### src/rtl/bert_pkg.sv
`default_nettype none
package bert_pkg;

    // register byte addresses on the AHB-Lite port (low 8 address bits decoded)
    localparam logic [7:0] ADDR_CTRL    = 8'h00;
    localparam logic [7:0] ADDR_PATTERN = 8'h04;
    localparam logic [7:0] ADDR_LENGTH  = 8'h08;
    localparam logic [7:0] ADDR_TAP     = 8'h0C;
    localparam logic [7:0] ADDR_ERRINS  = 8'h10;
    localparam logic [7:0] ADDR_STATUS  = 8'h14;
    localparam logic [7:0] ADDR_RXPAT   = 8'h18;
    localparam logic [7:0] ADDR_ERRCNT  = 8'h1C;
    localparam logic [7:0] ADDR_BITCNT  = 8'h20;

    // pattern_control_reg layout, bit 7 down to bit 0
    typedef struct packed {
        logic       tx_load;
        logic [1:0] spare_hi;
        logic       load_count;
        logic       resync;
        logic       sync_en;
        logic       spare_lo;
        logic       repetitive;
    } bert_ctrl_t;

    // error_insertion_reg layout: rate code 1..7 means one error per 10^code bits
    typedef struct packed {
        logic [3:0] spare;
        logic       single;
        logic [2:0] rate;
    } bert_eir_t;

    // status_reg layout
    typedef struct packed {
        logic [3:0] spare;
        logic       bus_style;
        logic       rx_all_zeros;
        logic       rx_all_ones;
        logic       synced;
    } bert_status_t;

    // indices of the sampled pins
    localparam int PIN_TXC   = 0;
    localparam int PIN_RXC   = 1;
    localparam int PIN_RXD   = 2;
    localparam int PIN_TL    = 3;
    localparam int PIN_LC    = 4;
    localparam int PIN_TEST  = 5;
    localparam int PIN_BTS   = 6;
    localparam int PIN_COUNT = 7;

    localparam bert_ctrl_t  CTRL_RESET    = 8'h00;
    localparam bert_eir_t   EIR_RESET     = 8'h00;
    localparam logic [31:0] PATTERN_RESET = 32'h0000_0000;
    localparam logic [4:0]  LENGTH_RESET  = 5'h00;
    localparam logic [4:0]  TAP_RESET     = 5'h00;

    localparam logic [1:0]  TX_LOAD_EDGES = 2'h3;
    localparam logic [1:0]  TX_LOAD_WAIT  = TX_LOAD_EDGES - 2'h1;
    localparam logic [5:0]  SYNC_RUN_LAST = 6'h1F;

    typedef enum logic [1:0] {
        SYNC_HUNT   = 2'b01,
        SYNC_LOCKED = 2'b10
    } bert_sync_t;

    // terminal count of the error spacing counter, 10^code - 1
    function automatic logic [23:0] bert_rate_limit(input logic [2:0] code);
        case (code)
            3'h1:    return 24'h000009;
            3'h2:    return 24'h000063;
            3'h3:    return 24'h0003E7;
            3'h4:    return 24'h00270F;
            3'h5:    return 24'h01869F;
            3'h6:    return 24'h0F423F;
            3'h7:    return 24'h98967F;
            default: return 24'hFFFFFF;
        endcase
    endfunction

endpackage
`default_nettype wire

### src/rtl/bert_top.sv
//
// Contract
// transmit_load rise loads pattern set into generator
// pattern MSB leaves on third tx clock edge
// transmit_load is pin OR control bit 7
// pseudorandom check uses transmit polynomial
// host qualifies lock with all-ones/zeros flags
// repetitive check matches same repetition length
// host qualifies lock using flags and received pattern
// while locked each mismatching bit counts error
// sync enable and resync bits steer synchronizer
// 32-bit error and bit counters
// load_count event delimits integration period
// single or 1e-1..1e-7 error insertion
// host initialises every register after power-up
// primary feedback tap at stage N-1
// second feedback tap programmable to any stage
// repetitive patterns 1 to 32 bits
// pseudorandom registers up to 32 stages
// test input floats every output; here only tx_data and rx_sync_lost float, not the AHB outputs
// load_count rise latches counts, clears counters
// loss-of-sync high until 32 matching bits
// bus style strap selects strobe convention; here the strap is only reported in status, with no effect on the bus
// generator and checker step per line clock edge
//
// The AHB-Lite interface to the registers and the register addresses were decided locally.
`timescale 1ns/1ns
`default_nettype none
module bert_top (
    // clock, reset, enable
    input  wire logic        mclk,
    input  wire logic        rstn,
    input  wire logic        ce,
    // ahb-lite slave
    input  wire logic        hsel,
    input  wire logic [31:0] haddr,
    input  wire logic [1:0]  htrans,
    input  wire logic        hwrite,
    input  wire logic [2:0]  hsize,
    input  wire logic [31:0] hwdata,
    input  wire logic        hready,
    output logic      [31:0] hrdata,
    output logic             hreadyout,
    output logic             hresp,
    // line and strap pins
    input  wire logic        tx_line_clock,
    input  wire logic        rx_line_clock,
    input  wire logic        rx_data,
    input  wire logic        transmit_load,
    input  wire logic        load_count,
    input  wire logic        test_mode,
    input  wire logic        bus_style_select,
    // line outputs
    output logic             tx_data,
    output logic             tx_data_oe_n,
    output logic             rx_sync_lost,
    output logic             rx_sync_lost_oe_n
);

    logic [bert_pkg::PIN_COUNT-1:0] pin_raw;
    logic [bert_pkg::PIN_COUNT-1:0] pin_meta_q;
    logic [bert_pkg::PIN_COUNT-1:0] pin_sync_q;
    logic [bert_pkg::PIN_COUNT-1:0] pin_prev_q;
    logic [bert_pkg::PIN_COUNT-1:0] pin_rise;

    bert_pkg::bert_ctrl_t   pattern_control_reg;
    bert_pkg::bert_eir_t    error_insertion_reg;
    bert_pkg::bert_status_t status_reg;
    logic [31:0]            pattern_set_regs;
    logic [4:0]             pattern_length_reg;
    logic [4:0]             polynomial_tap_reg;
    logic [31:0]            error_count_reg;
    logic [31:0]            bit_count_reg;

    logic                   wr_pend_q;
    logic [7:0]             wr_addr_q;
    logic [31:0]            hrdata_q;
    logic [31:0]            rd_data;
    logic                   take;

    logic                   bus_style_q;
    logic                   strap_done_q;

    logic                   tl_prev_q;
    logic                   tl_rise;
    logic                   lc_prev_q;
    logic                   lc_rise;

    logic [31:0]            gen_q;
    logic [31:0]            gen_next;
    logic                   gen_fb;
    logic [1:0]             wait_q;
    logic                   tdata_q;
    logic                   tx_emit;
    logic [23:0]            space_q;
    logic                   rate_hit;
    logic                   single_pend_q;
    logic                   inject;

    logic [31:0]            rx_shift_q;
    logic                   rx_edge;
    logic                   rx_bit;
    logic                   expected;
    logic                   match;
    bert_pkg::bert_sync_t   sync_q;
    logic [5:0]             run_q;
    logic                   rx_lost_q;
    logic [31:0]            bit_cnt_q;
    logic [31:0]            err_cnt_q;

    // write strobe decode, used by every writable register
    function automatic logic wr_hit(input logic [7:0] a);
        return wr_pend_q && (wr_addr_q == a);
    endfunction

    // pin synchronisers; the second stage is looked at, the third only to find rising edges
    assign pin_raw = {bus_style_select, test_mode, load_count, transmit_load,
                      rx_data, rx_line_clock, tx_line_clock};
    assign pin_rise = pin_sync_q & ~pin_prev_q;

    // sampling runs through reset: strap valid at release, no false edge after it
    always_ff @(posedge mclk) begin
        if (ce) begin
            pin_meta_q <= pin_raw;
            pin_sync_q <= pin_meta_q;
            pin_prev_q <= pin_sync_q;
        end
    end

    // strap caught once after reset release; reported in status, no bus effect here
    always_ff @(posedge mclk) begin
        if (!rstn) begin
            bus_style_q  <= 1'b0;
            strap_done_q <= 1'b0;
        end else if (ce && !strap_done_q) begin
            bus_style_q  <= pin_sync_q[bert_pkg::PIN_BTS];
            strap_done_q <= 1'b1;
        end
    end

    // ahb-lite: zero wait state, hreadyout drops only while frozen
    assign hreadyout = ce;
    assign hresp     = 1'b0;
    assign hrdata    = hrdata_q;
    assign take      = hsel && htrans[1] && hready;

    always_comb begin
        case (haddr[7:0])
            bert_pkg::ADDR_CTRL:    rd_data = {24'h000000, pattern_control_reg};
            bert_pkg::ADDR_PATTERN: rd_data = pattern_set_regs;
            bert_pkg::ADDR_LENGTH:  rd_data = {27'h0000000, pattern_length_reg};
            bert_pkg::ADDR_TAP:     rd_data = {27'h0000000, polynomial_tap_reg};
            bert_pkg::ADDR_ERRINS:  rd_data = {24'h000000, error_insertion_reg};
            bert_pkg::ADDR_STATUS:  rd_data = {24'h000000, status_reg};
            bert_pkg::ADDR_RXPAT:   rd_data = rx_shift_q;
            bert_pkg::ADDR_ERRCNT:  rd_data = error_count_reg;
            bert_pkg::ADDR_BITCNT:  rd_data = bit_count_reg;
            default:                rd_data = 32'h0000_0000;
        endcase
    end

    always_ff @(posedge mclk) begin
        if (!rstn) begin
            wr_pend_q <= 1'b0;
            wr_addr_q <= 8'h00;
            hrdata_q  <= 32'h0000_0000;
        end else if (ce) begin
            wr_pend_q <= take && hwrite;
            wr_addr_q <= haddr[7:0];
            hrdata_q  <= (take && !hwrite) ? rd_data : 32'h0000_0000;
        end
    end

    // software registers, written in the data phase
    always_ff @(posedge mclk) begin
        if (!rstn) begin
            pattern_control_reg <= bert_pkg::CTRL_RESET;
            pattern_set_regs    <= bert_pkg::PATTERN_RESET;
            pattern_length_reg  <= bert_pkg::LENGTH_RESET;
            polynomial_tap_reg  <= bert_pkg::TAP_RESET;
            error_insertion_reg <= bert_pkg::EIR_RESET;
        end else if (ce) begin
            if (wr_hit(bert_pkg::ADDR_CTRL)) begin
                pattern_control_reg <= hwdata[7:0];
            end
            if (wr_hit(bert_pkg::ADDR_PATTERN)) begin
                pattern_set_regs <= hwdata;
            end
            if (wr_hit(bert_pkg::ADDR_LENGTH)) begin
                pattern_length_reg <= hwdata[4:0];
            end
            if (wr_hit(bert_pkg::ADDR_TAP)) begin
                polynomial_tap_reg <= hwdata[4:0];
            end
            if (wr_hit(bert_pkg::ADDR_ERRINS)) begin
                error_insertion_reg <= {hwdata[7:4], 1'b0, hwdata[2:0]};
            end
        end
    end

    // load events: pin OR control bit, acted on at the rising edge
    assign tl_rise = (pin_sync_q[bert_pkg::PIN_TL] | pattern_control_reg.tx_load) & ~tl_prev_q;
    assign lc_rise = (pin_sync_q[bert_pkg::PIN_LC] | pattern_control_reg.load_count) & ~lc_prev_q;

    always_ff @(posedge mclk) begin
        if (!rstn) begin
            tl_prev_q <= 1'b0;
            lc_prev_q <= 1'b0;
        end else if (ce) begin
            tl_prev_q <= pin_sync_q[bert_pkg::PIN_TL] | pattern_control_reg.tx_load;
            lc_prev_q <= pin_sync_q[bert_pkg::PIN_LC] | pattern_control_reg.load_count;
        end
    end

    // generator: tap A is stage N-1, tap B programmable; repetitive just recirculates
    assign gen_fb = pattern_control_reg.repetitive ? gen_q[pattern_length_reg]
                  : gen_q[pattern_length_reg] ^ gen_q[polynomial_tap_reg];
    assign gen_next = {gen_q[30:0], gen_fb};
    assign tx_emit  = pin_rise[bert_pkg::PIN_TXC] && !tl_rise && (wait_q == 2'h0);

    always_ff @(posedge mclk) begin
        if (!rstn) begin
            gen_q   <= bert_pkg::PATTERN_RESET;
            wait_q  <= 2'h0;
            tdata_q <= 1'b0;
        end else if (ce) begin
            if (tl_rise) begin
                gen_q  <= pattern_set_regs;
                wait_q <= bert_pkg::TX_LOAD_WAIT;
            end else if (pin_rise[bert_pkg::PIN_TXC]) begin
                if (wait_q != 2'h0) begin
                    wait_q <= wait_q - 2'h1;
                end else begin
                    gen_q   <= gen_next;
                    tdata_q <= gen_q[pattern_length_reg] ^ inject;
                end
            end
        end
    end

    // error insertion: spacing counter of sent bits, plus a one-shot request
    assign rate_hit = (error_insertion_reg.rate != 3'h0)
                   && (space_q == bert_pkg::bert_rate_limit(error_insertion_reg.rate));
    assign inject   = rate_hit || single_pend_q;

    always_ff @(posedge mclk) begin
        if (!rstn) begin
            space_q <= 24'h000000;
        end else if (ce) begin
            if (wr_hit(bert_pkg::ADDR_ERRINS)) begin
                space_q <= 24'h000000;
            end else if (tx_emit) begin
                space_q <= rate_hit ? 24'h000000 : space_q + 24'h000001;
            end
        end
    end

    // a new request in the cycle the old one is used keeps the flag set
    always_ff @(posedge mclk) begin
        if (!rstn) begin
            single_pend_q <= 1'b0;
        end else if (ce) begin
            if (wr_hit(bert_pkg::ADDR_ERRINS) && hwdata[3]) begin
                single_pend_q <= 1'b1;
            end else if (tx_emit) begin
                single_pend_q <= 1'b0;
            end
        end
    end

    // receive checker: expected bit predicted from the last N received bits
    assign rx_edge  = pin_rise[bert_pkg::PIN_RXC];
    assign rx_bit   = pin_sync_q[bert_pkg::PIN_RXD];
    assign expected = pattern_control_reg.repetitive ? rx_shift_q[pattern_length_reg]
                    : rx_shift_q[pattern_length_reg] ^ rx_shift_q[polynomial_tap_reg];
    // plain xor feedback would reject a stuck-high line; accept it so only the flags tell
    assign match    = (rx_bit == expected)
                   || (!pattern_control_reg.repetitive && rx_bit && status_reg.rx_all_ones);

    always_ff @(posedge mclk) begin
        if (!rstn) begin
            rx_shift_q <= 32'h0000_0000;
        end else if (ce && rx_edge) begin
            rx_shift_q <= {rx_shift_q[30:0], rx_bit};
        end
    end

    // synchronizer; a stuck line also fits, so software checks the flags
    always_ff @(posedge mclk) begin
        if (!rstn) begin
            sync_q <= bert_pkg::SYNC_HUNT;
            run_q  <= 6'h00;
        end else if (ce) begin
            if (pattern_control_reg.resync) begin
                sync_q <= bert_pkg::SYNC_HUNT;
                run_q  <= 6'h00;
            end else begin
                case (sync_q)
                    bert_pkg::SYNC_HUNT: begin
                        if (rx_edge) begin
                            if (!match) begin
                                run_q <= 6'h00;
                            end else if (run_q == bert_pkg::SYNC_RUN_LAST) begin
                                if (pattern_control_reg.sync_en) begin
                                    sync_q <= bert_pkg::SYNC_LOCKED;
                                end
                            end else begin
                                run_q <= run_q + 6'h01;
                            end
                        end
                    end
                    bert_pkg::SYNC_LOCKED: begin
                        run_q <= 6'h00;
                    end
                    default: begin
                        sync_q <= bert_pkg::SYNC_HUNT;
                        run_q  <= 6'h00;
                    end
                endcase
            end
        end
    end

    // running counters; the load event restarts them with the current bit
    always_ff @(posedge mclk) begin
        if (!rstn) begin
            bit_cnt_q       <= 32'h0000_0000;
            err_cnt_q       <= 32'h0000_0000;
            bit_count_reg   <= 32'h0000_0000;
            error_count_reg <= 32'h0000_0000;
        end else if (ce) begin
            if (lc_rise) begin
                bit_count_reg   <= bit_cnt_q;
                error_count_reg <= err_cnt_q;
                bit_cnt_q <= {31'h00000000, rx_edge && (sync_q == bert_pkg::SYNC_LOCKED)};
                err_cnt_q <= {31'h00000000, rx_edge && (sync_q == bert_pkg::SYNC_LOCKED)
                                            && !match};
            end else if (rx_edge && (sync_q == bert_pkg::SYNC_LOCKED)) begin
                bit_cnt_q <= bit_cnt_q + 32'h0000_0001;
                if (!match) begin
                    err_cnt_q <= err_cnt_q + 32'h0000_0001;
                end
            end
        end
    end

    always_ff @(posedge mclk) begin
        if (!rstn) begin
            rx_lost_q <= 1'b1;
        end else if (ce) begin
            rx_lost_q <= (sync_q != bert_pkg::SYNC_LOCKED);
        end
    end

    always_comb begin
        status_reg              = '0;
        status_reg.synced       = (sync_q == bert_pkg::SYNC_LOCKED);
        status_reg.rx_all_ones  = (rx_shift_q == 32'hFFFF_FFFF);
        status_reg.rx_all_zeros = (rx_shift_q == 32'h0000_0000);
        status_reg.bus_style    = bus_style_q;
    end

    // enables come straight from the synchronised test pin flop
    assign tx_data           = tdata_q;
    assign rx_sync_lost      = rx_lost_q;
    assign tx_data_oe_n      = pin_sync_q[bert_pkg::PIN_TEST];
    assign rx_sync_lost_oe_n = pin_sync_q[bert_pkg::PIN_TEST];

endmodule // bert_top
`default_nettype wire

### config.mk
export PLATFORM = sky130hd
export DESIGN_NAME = bert_top
export DESIGN_NICKNAME = d
export VERILOG_FILES = /design/src/rtl/bert_pkg.sv /design/src/rtl/bert_top.sv
export SDC_FILE = /design/constraint.sdc
export NUM_CORES = 1
export LEC_CHECK = 0
export ABC_AREA = 1
export BUFFER_PORTS_ARGS = -buffer_cell sky130_fd_sc_hd__buf_2
export CAP_MARGIN = 25
export CORE_ASPECT_RATIO = 0.75
export CORE_MARGIN = 1
export CORE_UTILIZATION = 65
export DETAILED_ROUTE_END_ITERATION = 16
export PLACE_DENSITY = 0.85
export SLEW_MARGIN = 10
export SYNTH_ARGS = -nofsm -noshare
export SYNTH_HDL_FRONTEND = slang
export SYNTH_SLANG_ARGS = --single-unit
### constraint.sdc
create_clock -name mclk -period 6.81 [get_ports mclk]
set_clock_uncertainty 0.15 [all_clocks]
set_input_delay 0.681 -clock mclk [delete_from_list [all_inputs] [get_ports mclk]]
set_output_delay 0.681 -clock mclk [all_outputs]
set_load 0.05 [all_outputs]
# == After elaboration in Yosys (flattened, before gate mapping) ==
# Index checks and enable logic that the tools add are counted.
# totals
register_bits,347
out_inout_bits,38
wordCells,181
# op_classes
add_sub_neg,5
magnitude_cmp,2
eq_ne,34
muxes,40
n_bitwise,13
reduce_logical,52
# op_table
operator,n
$mux W32,9
$pmux W32 S9,1
$pmux W24 S7,1
$mux W24,3
$add A32 B1 Y32 const B,2
$eq A8 B5 Y1 const B,5
$eq A32 B32 Y1 const B,1
$eq A8 B4 Y1 const B,4
$logic_not A32 Y1,1
$mux W6,5
$add A24 B1 Y24 const B,1
$eq A24 B24 Y1,1
$bmux W1 S5,4
$logic_and A1 B1 Y1,19
$reduce_and A2 Y1,9
$eq A8 B3 Y1 const B,2
$logic_not A8 Y1,2
$mux W2,8
$eq A3 B3 Y1 const B,4
$lt A5 B6 Y1 const B,2
$ne A3 B3 Y1 const B,4
$reduce_and A3 Y1,4
$reduce_bool A2 Y1,6
$eq A8 B6 Y1 const B,1
24 further kinds,47

# == Depth between registers and ports, before layout ==
# depth
word_depth,10
depth_mapped,20
depth_no_buf,18

# == Worst setup path before layout ==
# OpenSTA, ideal clock, no wires.
# synth_timing
path_type,in2reg
from,input ce
to,register bit_cnt_q[26]
setup_ns,0.116
arrival_ns,2.190
setup_slack_ns,4.353
stages,13
path_buffers,0
cell_sequence,nand2_1 -> nor2_4 -> nand2_2 -> nand2_2 -> nand3_2 -> nor2_4 -> nand3_1 -> nor2_1 -> nand3_1 -> nor3_1 -> nand2_1 -> o21ai_1 -> a21oi_1
# synth_via
elab_chain_len,1
# synth_rtl
item,line_no,source
"start, declared",bert_top.sv:33,"input wire logic ce,"
$reduce_and A2 Y1 (no source line),--,
"end signal, assigned",bert_top.sv:335,"bit_cnt_q <= {31'h00000000, rx_edge && (sync_q == bert_pkg::SYNC_LOCKED)};"
"end signal, assigned",bert_top.sv:339,bit_cnt_q <= bit_cnt_q + 32'h0000_0001;
"end, declared",bert_top.sv:108,logic [31:0] bit_cnt_q;
# Every way passes these cells.
# A chain may end at the register's enable or synchronous reset.

# == Worst setup path after layout ==
# layout_timing
from,register polynomial_tap_reg[1]
to,register err_cnt_q[1]
# layout_via
elab_chain_len,8
# layout_rtl
item,line_no,source
"start, declared",bert_top.sv:71,logic [4:0] polynomial_tap_reg;
"start signal, assigned",bert_top.sv:180,polynomial_tap_reg <= bert_pkg::TAP_RESET;
"start signal, assigned",bert_top.sv:193,polynomial_tap_reg <= hwdata[4:0];
$bmux W1 S5,bert_top.sv:275,: rx_shift_q[pattern_length_reg] ^ rx_shift_q[polynomial_tap_reg];
$mux W1 (not written as such),bert_top.sv:275,
$xor A1 B1 Y1,bert_top.sv:275,
$mux W1,bert_top.sv:274,assign expected = pattern_control_reg.repetitive ? rx_shift_q[pattern_length_reg]
$eq A1 B1 Y1,bert_top.sv:277,assign match = (rx_bit == expected)
$logic_or A1 B1 Y1,bert_top.sv:278,|| (!pattern_control_reg.repetitive && rx_bit && status_reg.rx_all_ones);
$ne A2 B2 Y1 (no source line),--,
$reduce_and A3 Y1 (no source line),--,
"end signal, assigned",bert_top.sv:336,"err_cnt_q <= {31'h00000000, rx_edge && (sync_q == bert_pkg::SYNC_LOCKED)"
"end signal, assigned",bert_top.sv:341,err_cnt_q <= err_cnt_q + 32'h0000_0001;
"end, declared",bert_top.sv:109,logic [31:0] err_cnt_q;
# Every way passes these cells. The select of a mux whose other input is x is not followed.

==> impl_metrics.ini <==
[logic_synthesis]
synthSimpleGateAreaFrac = 0.229
synth_commonest_cells = 447 x nand2_1, 331 x dfxtp_1, 279 x o21ai_0, 270 x a21oi_1, 267 x inv_1
synth_compound_area_frac = 0.227
ys_seq_elements = 347
syn_avg_cell_area_um2 = 6.95
syn_nets = 2513
syn_inst = 2426
synth_xor_area_frac = 0.0208
synthDistinctLibCells = 48
async_flop_share = 0
yosysMostFrequentCell = nand2_1
muxShareOfSynthArea = 0
synth_top_family_by_area = simple AND/OR/NAND/NOR gates
yosys_most_used_dff = dfxtp_1
synth.area.top_cells = dfxtp_1 39%, nand2_1 10%, o21ai_0 8.3%, a21oi_1 8.0%, inv_1 5.9%
yosys_warnings = 0
yosysSeqAreaShare = 0.422
synth_top_area_frac = 0.393
synth-edff-count = 16
yosysTopAreaCell = dfxtp_1
mappedNetlistArea_mm2 = 0.0169
yosys.area_share.adder = 0.00371

[clock_tree]
cts_buffers = 35
tritoncts = yes
hold_buffers = 0
insertion_delay_ns = 0.54
cts-resized-gates = 0
cts.sinks = 347
clkTransAtPathRegs_ns = 0.06
cts_root_buf = clkbuf_16
post_cts_buffers = 0
cts.path.max_buffers = 3
cts-htree-levels = 2

[floorplanning]
start_util = 0.669
io_pins = 120
die_h_um = 141
fp-row-count = 50
core_mm2 = 0.0252
die_width_um = 188
dieArea_mm2 = 0.0266

[worst_setup_path]
arrival_ns = 4.83
end_kind = flop
slowest_delay_ns = 0.84
slowest_stage = dfxtp_1
r2r_slack_ns = 2.26
required_ns = 7.08
worstSetupPathType = reg2reg
crit_chain = clkinv_1 > nand3_1 > nand3_1 > nand2_1 > nand2_1 > nand3_1 > nand3_1 > nand2_1 > nand2_1 > nand2_1 > nand3_2 > nand2_2 > inv_2 > a21oi_1 > nor2_1
start_kind = flop
cp_max_fo = 33
cpMostUsedCell = nand2_1

[place]
io_buffer_count = 90
hpwl_um = 35800
placed_cells = 2737
gp_congestion = 0.979

[sta]
slew_viol_final = 0
period_needed_ns = 4.55
final_hold_viol_count = 0
tns_ns = 0
timing.fmax_ghz = 0.220
worst-slew-pin-transition_ns = 1.01
post-route-period-util = 0.669
rsz0062_at_grt = no
finalSetupViolations = 0
relSlewSlack = 0.321

[finish]
final_cells = 2802
diodes = 0
drive_gt1_frac = 0.0848
syn_to_final_growth_pct = 10.4
fillCellCount = 2068
fin_nets = 2526

[power]
leakage_nw = 6.76
irDropWorstVdd_mv = 0.249
pwr_density_cell_mw_per_mm2 = 244

[global_route]
grt_pass1_vias = 15500
track_usage = 0.387
grt_start_max_net_pins = 69
grt_first_pass_wirelength_um = 82100
grt_antenna_before_repair = 0
overflow = 0

[run_status]
status = finished clean

[route]
drc = 0
wl_per_cell_um = 18.7
viasPerCell = 6.21
dr.first_iter.drc_count = 2216
antenna_left = 0
vias = 17400
routed_wl_um = 52300
drtPass1Iterations = 9

[run]
cap_violations = 0

[hold_path]
hold_class = in2reg
placed cells by master (no fill, tap or decap), types with 19 or more instances in the layout:
master,n
nor2_1,213
nand2_1,445
buf_4,19
nor3_1,45
clkbuf_16,37
o22ai_1,63
nor4_1,23
nand3_1,111
nand4_1,38
a31oi_1,35
xor2_1,31
a21oi_1,270
dfxtp_1,331
buf_2,90
o21ai_0,279
inv_1,267
critical path, delay by kind of cell (launching register included):
kind	cells	cell delay [ns]
and+or+nand+nor	12	2.00
DFF	1	0.84
AOI/OAI and AO/OA	1	0.26
buffers and inverters	2	1.17
logic make-up after synthesis:
family,Yosys count
buffers and inverters,420
other,1
adders and majority gates,5
AOI/OAI and AO/OA,707
and+or+nand+nor,906
DFF,347
xor gates and xnor gates,40
layer usage:
metal | part of all wire | track usage
met2 | 0.42 | 0.567
met1 | 0.42 | 0.559
met5 | 0 | 0
met3 | 0.13 | 0.0861
met4 | 0.031 | 0.134
layout make-up:
class,count,area (µm²),area share
sequential,347,7110,0.382
timing repair buffer,113,696,0.0374
inverter,283,1060,0.0571
clock inverter,11,118,0.00632
tap,338,423,0.0227
clock buffer,51,1090,0.0585
multi-input combinational,1659,8120,0.436
per-stage QoR:
| stage | setup slack, ns | hold slack [ns] | power [mW] | instance area, µm² | utilization |
|---|---|---|---|---|---|
| 6_report | 2.26 | 0.169 | 4.53 | 18600 | 0.738 |
| 5_1_grt | 2.17 | 0.163 | 4.66 | 18600 | 0.738 |
| 4_1_cts | 2.65 | 0.161 | 4.51 | 18500 | 0.735 |
| 3_5_place_dp | 2.76 | 0.255 | 2.53 | 17300 | 0.687 |
| 3_3_place_gp | 2.77 | 0.254 | 2.51 | 17300 | 0.686 |
| 2_1_floorplan | 4.35 | 0.250 | 2.43 | 16900 | - |
path summary, 6_finish.rpt:
check / endpoint / cells past startpoint / startpoint
max: err_cnt_q[1] / 15 / polynomial_tap_reg[1]
min: pin_meta_q[2] / 1 / rx_data
max reg2reg: err_cnt_q[1] / 15 / polynomial_tap_reg[1]
min reg2reg: pin_sync_q[4] / 0 / pin_meta_q[4]
power by group:
| part | total [mW] | internal [mW] | switching (mW) | leakage, nW |
|---|---|---|---|---|
| registers | 2.17 | 2.12 | 0.0507 | 2.85 |
| logic | 0.340 | 0.100 | 0.240 | 3.32 |
| clock network | 2.03 | 1.19 | 0.836 | 0.595 |
No activity file was read; power rests on OpenSTA's default activity.
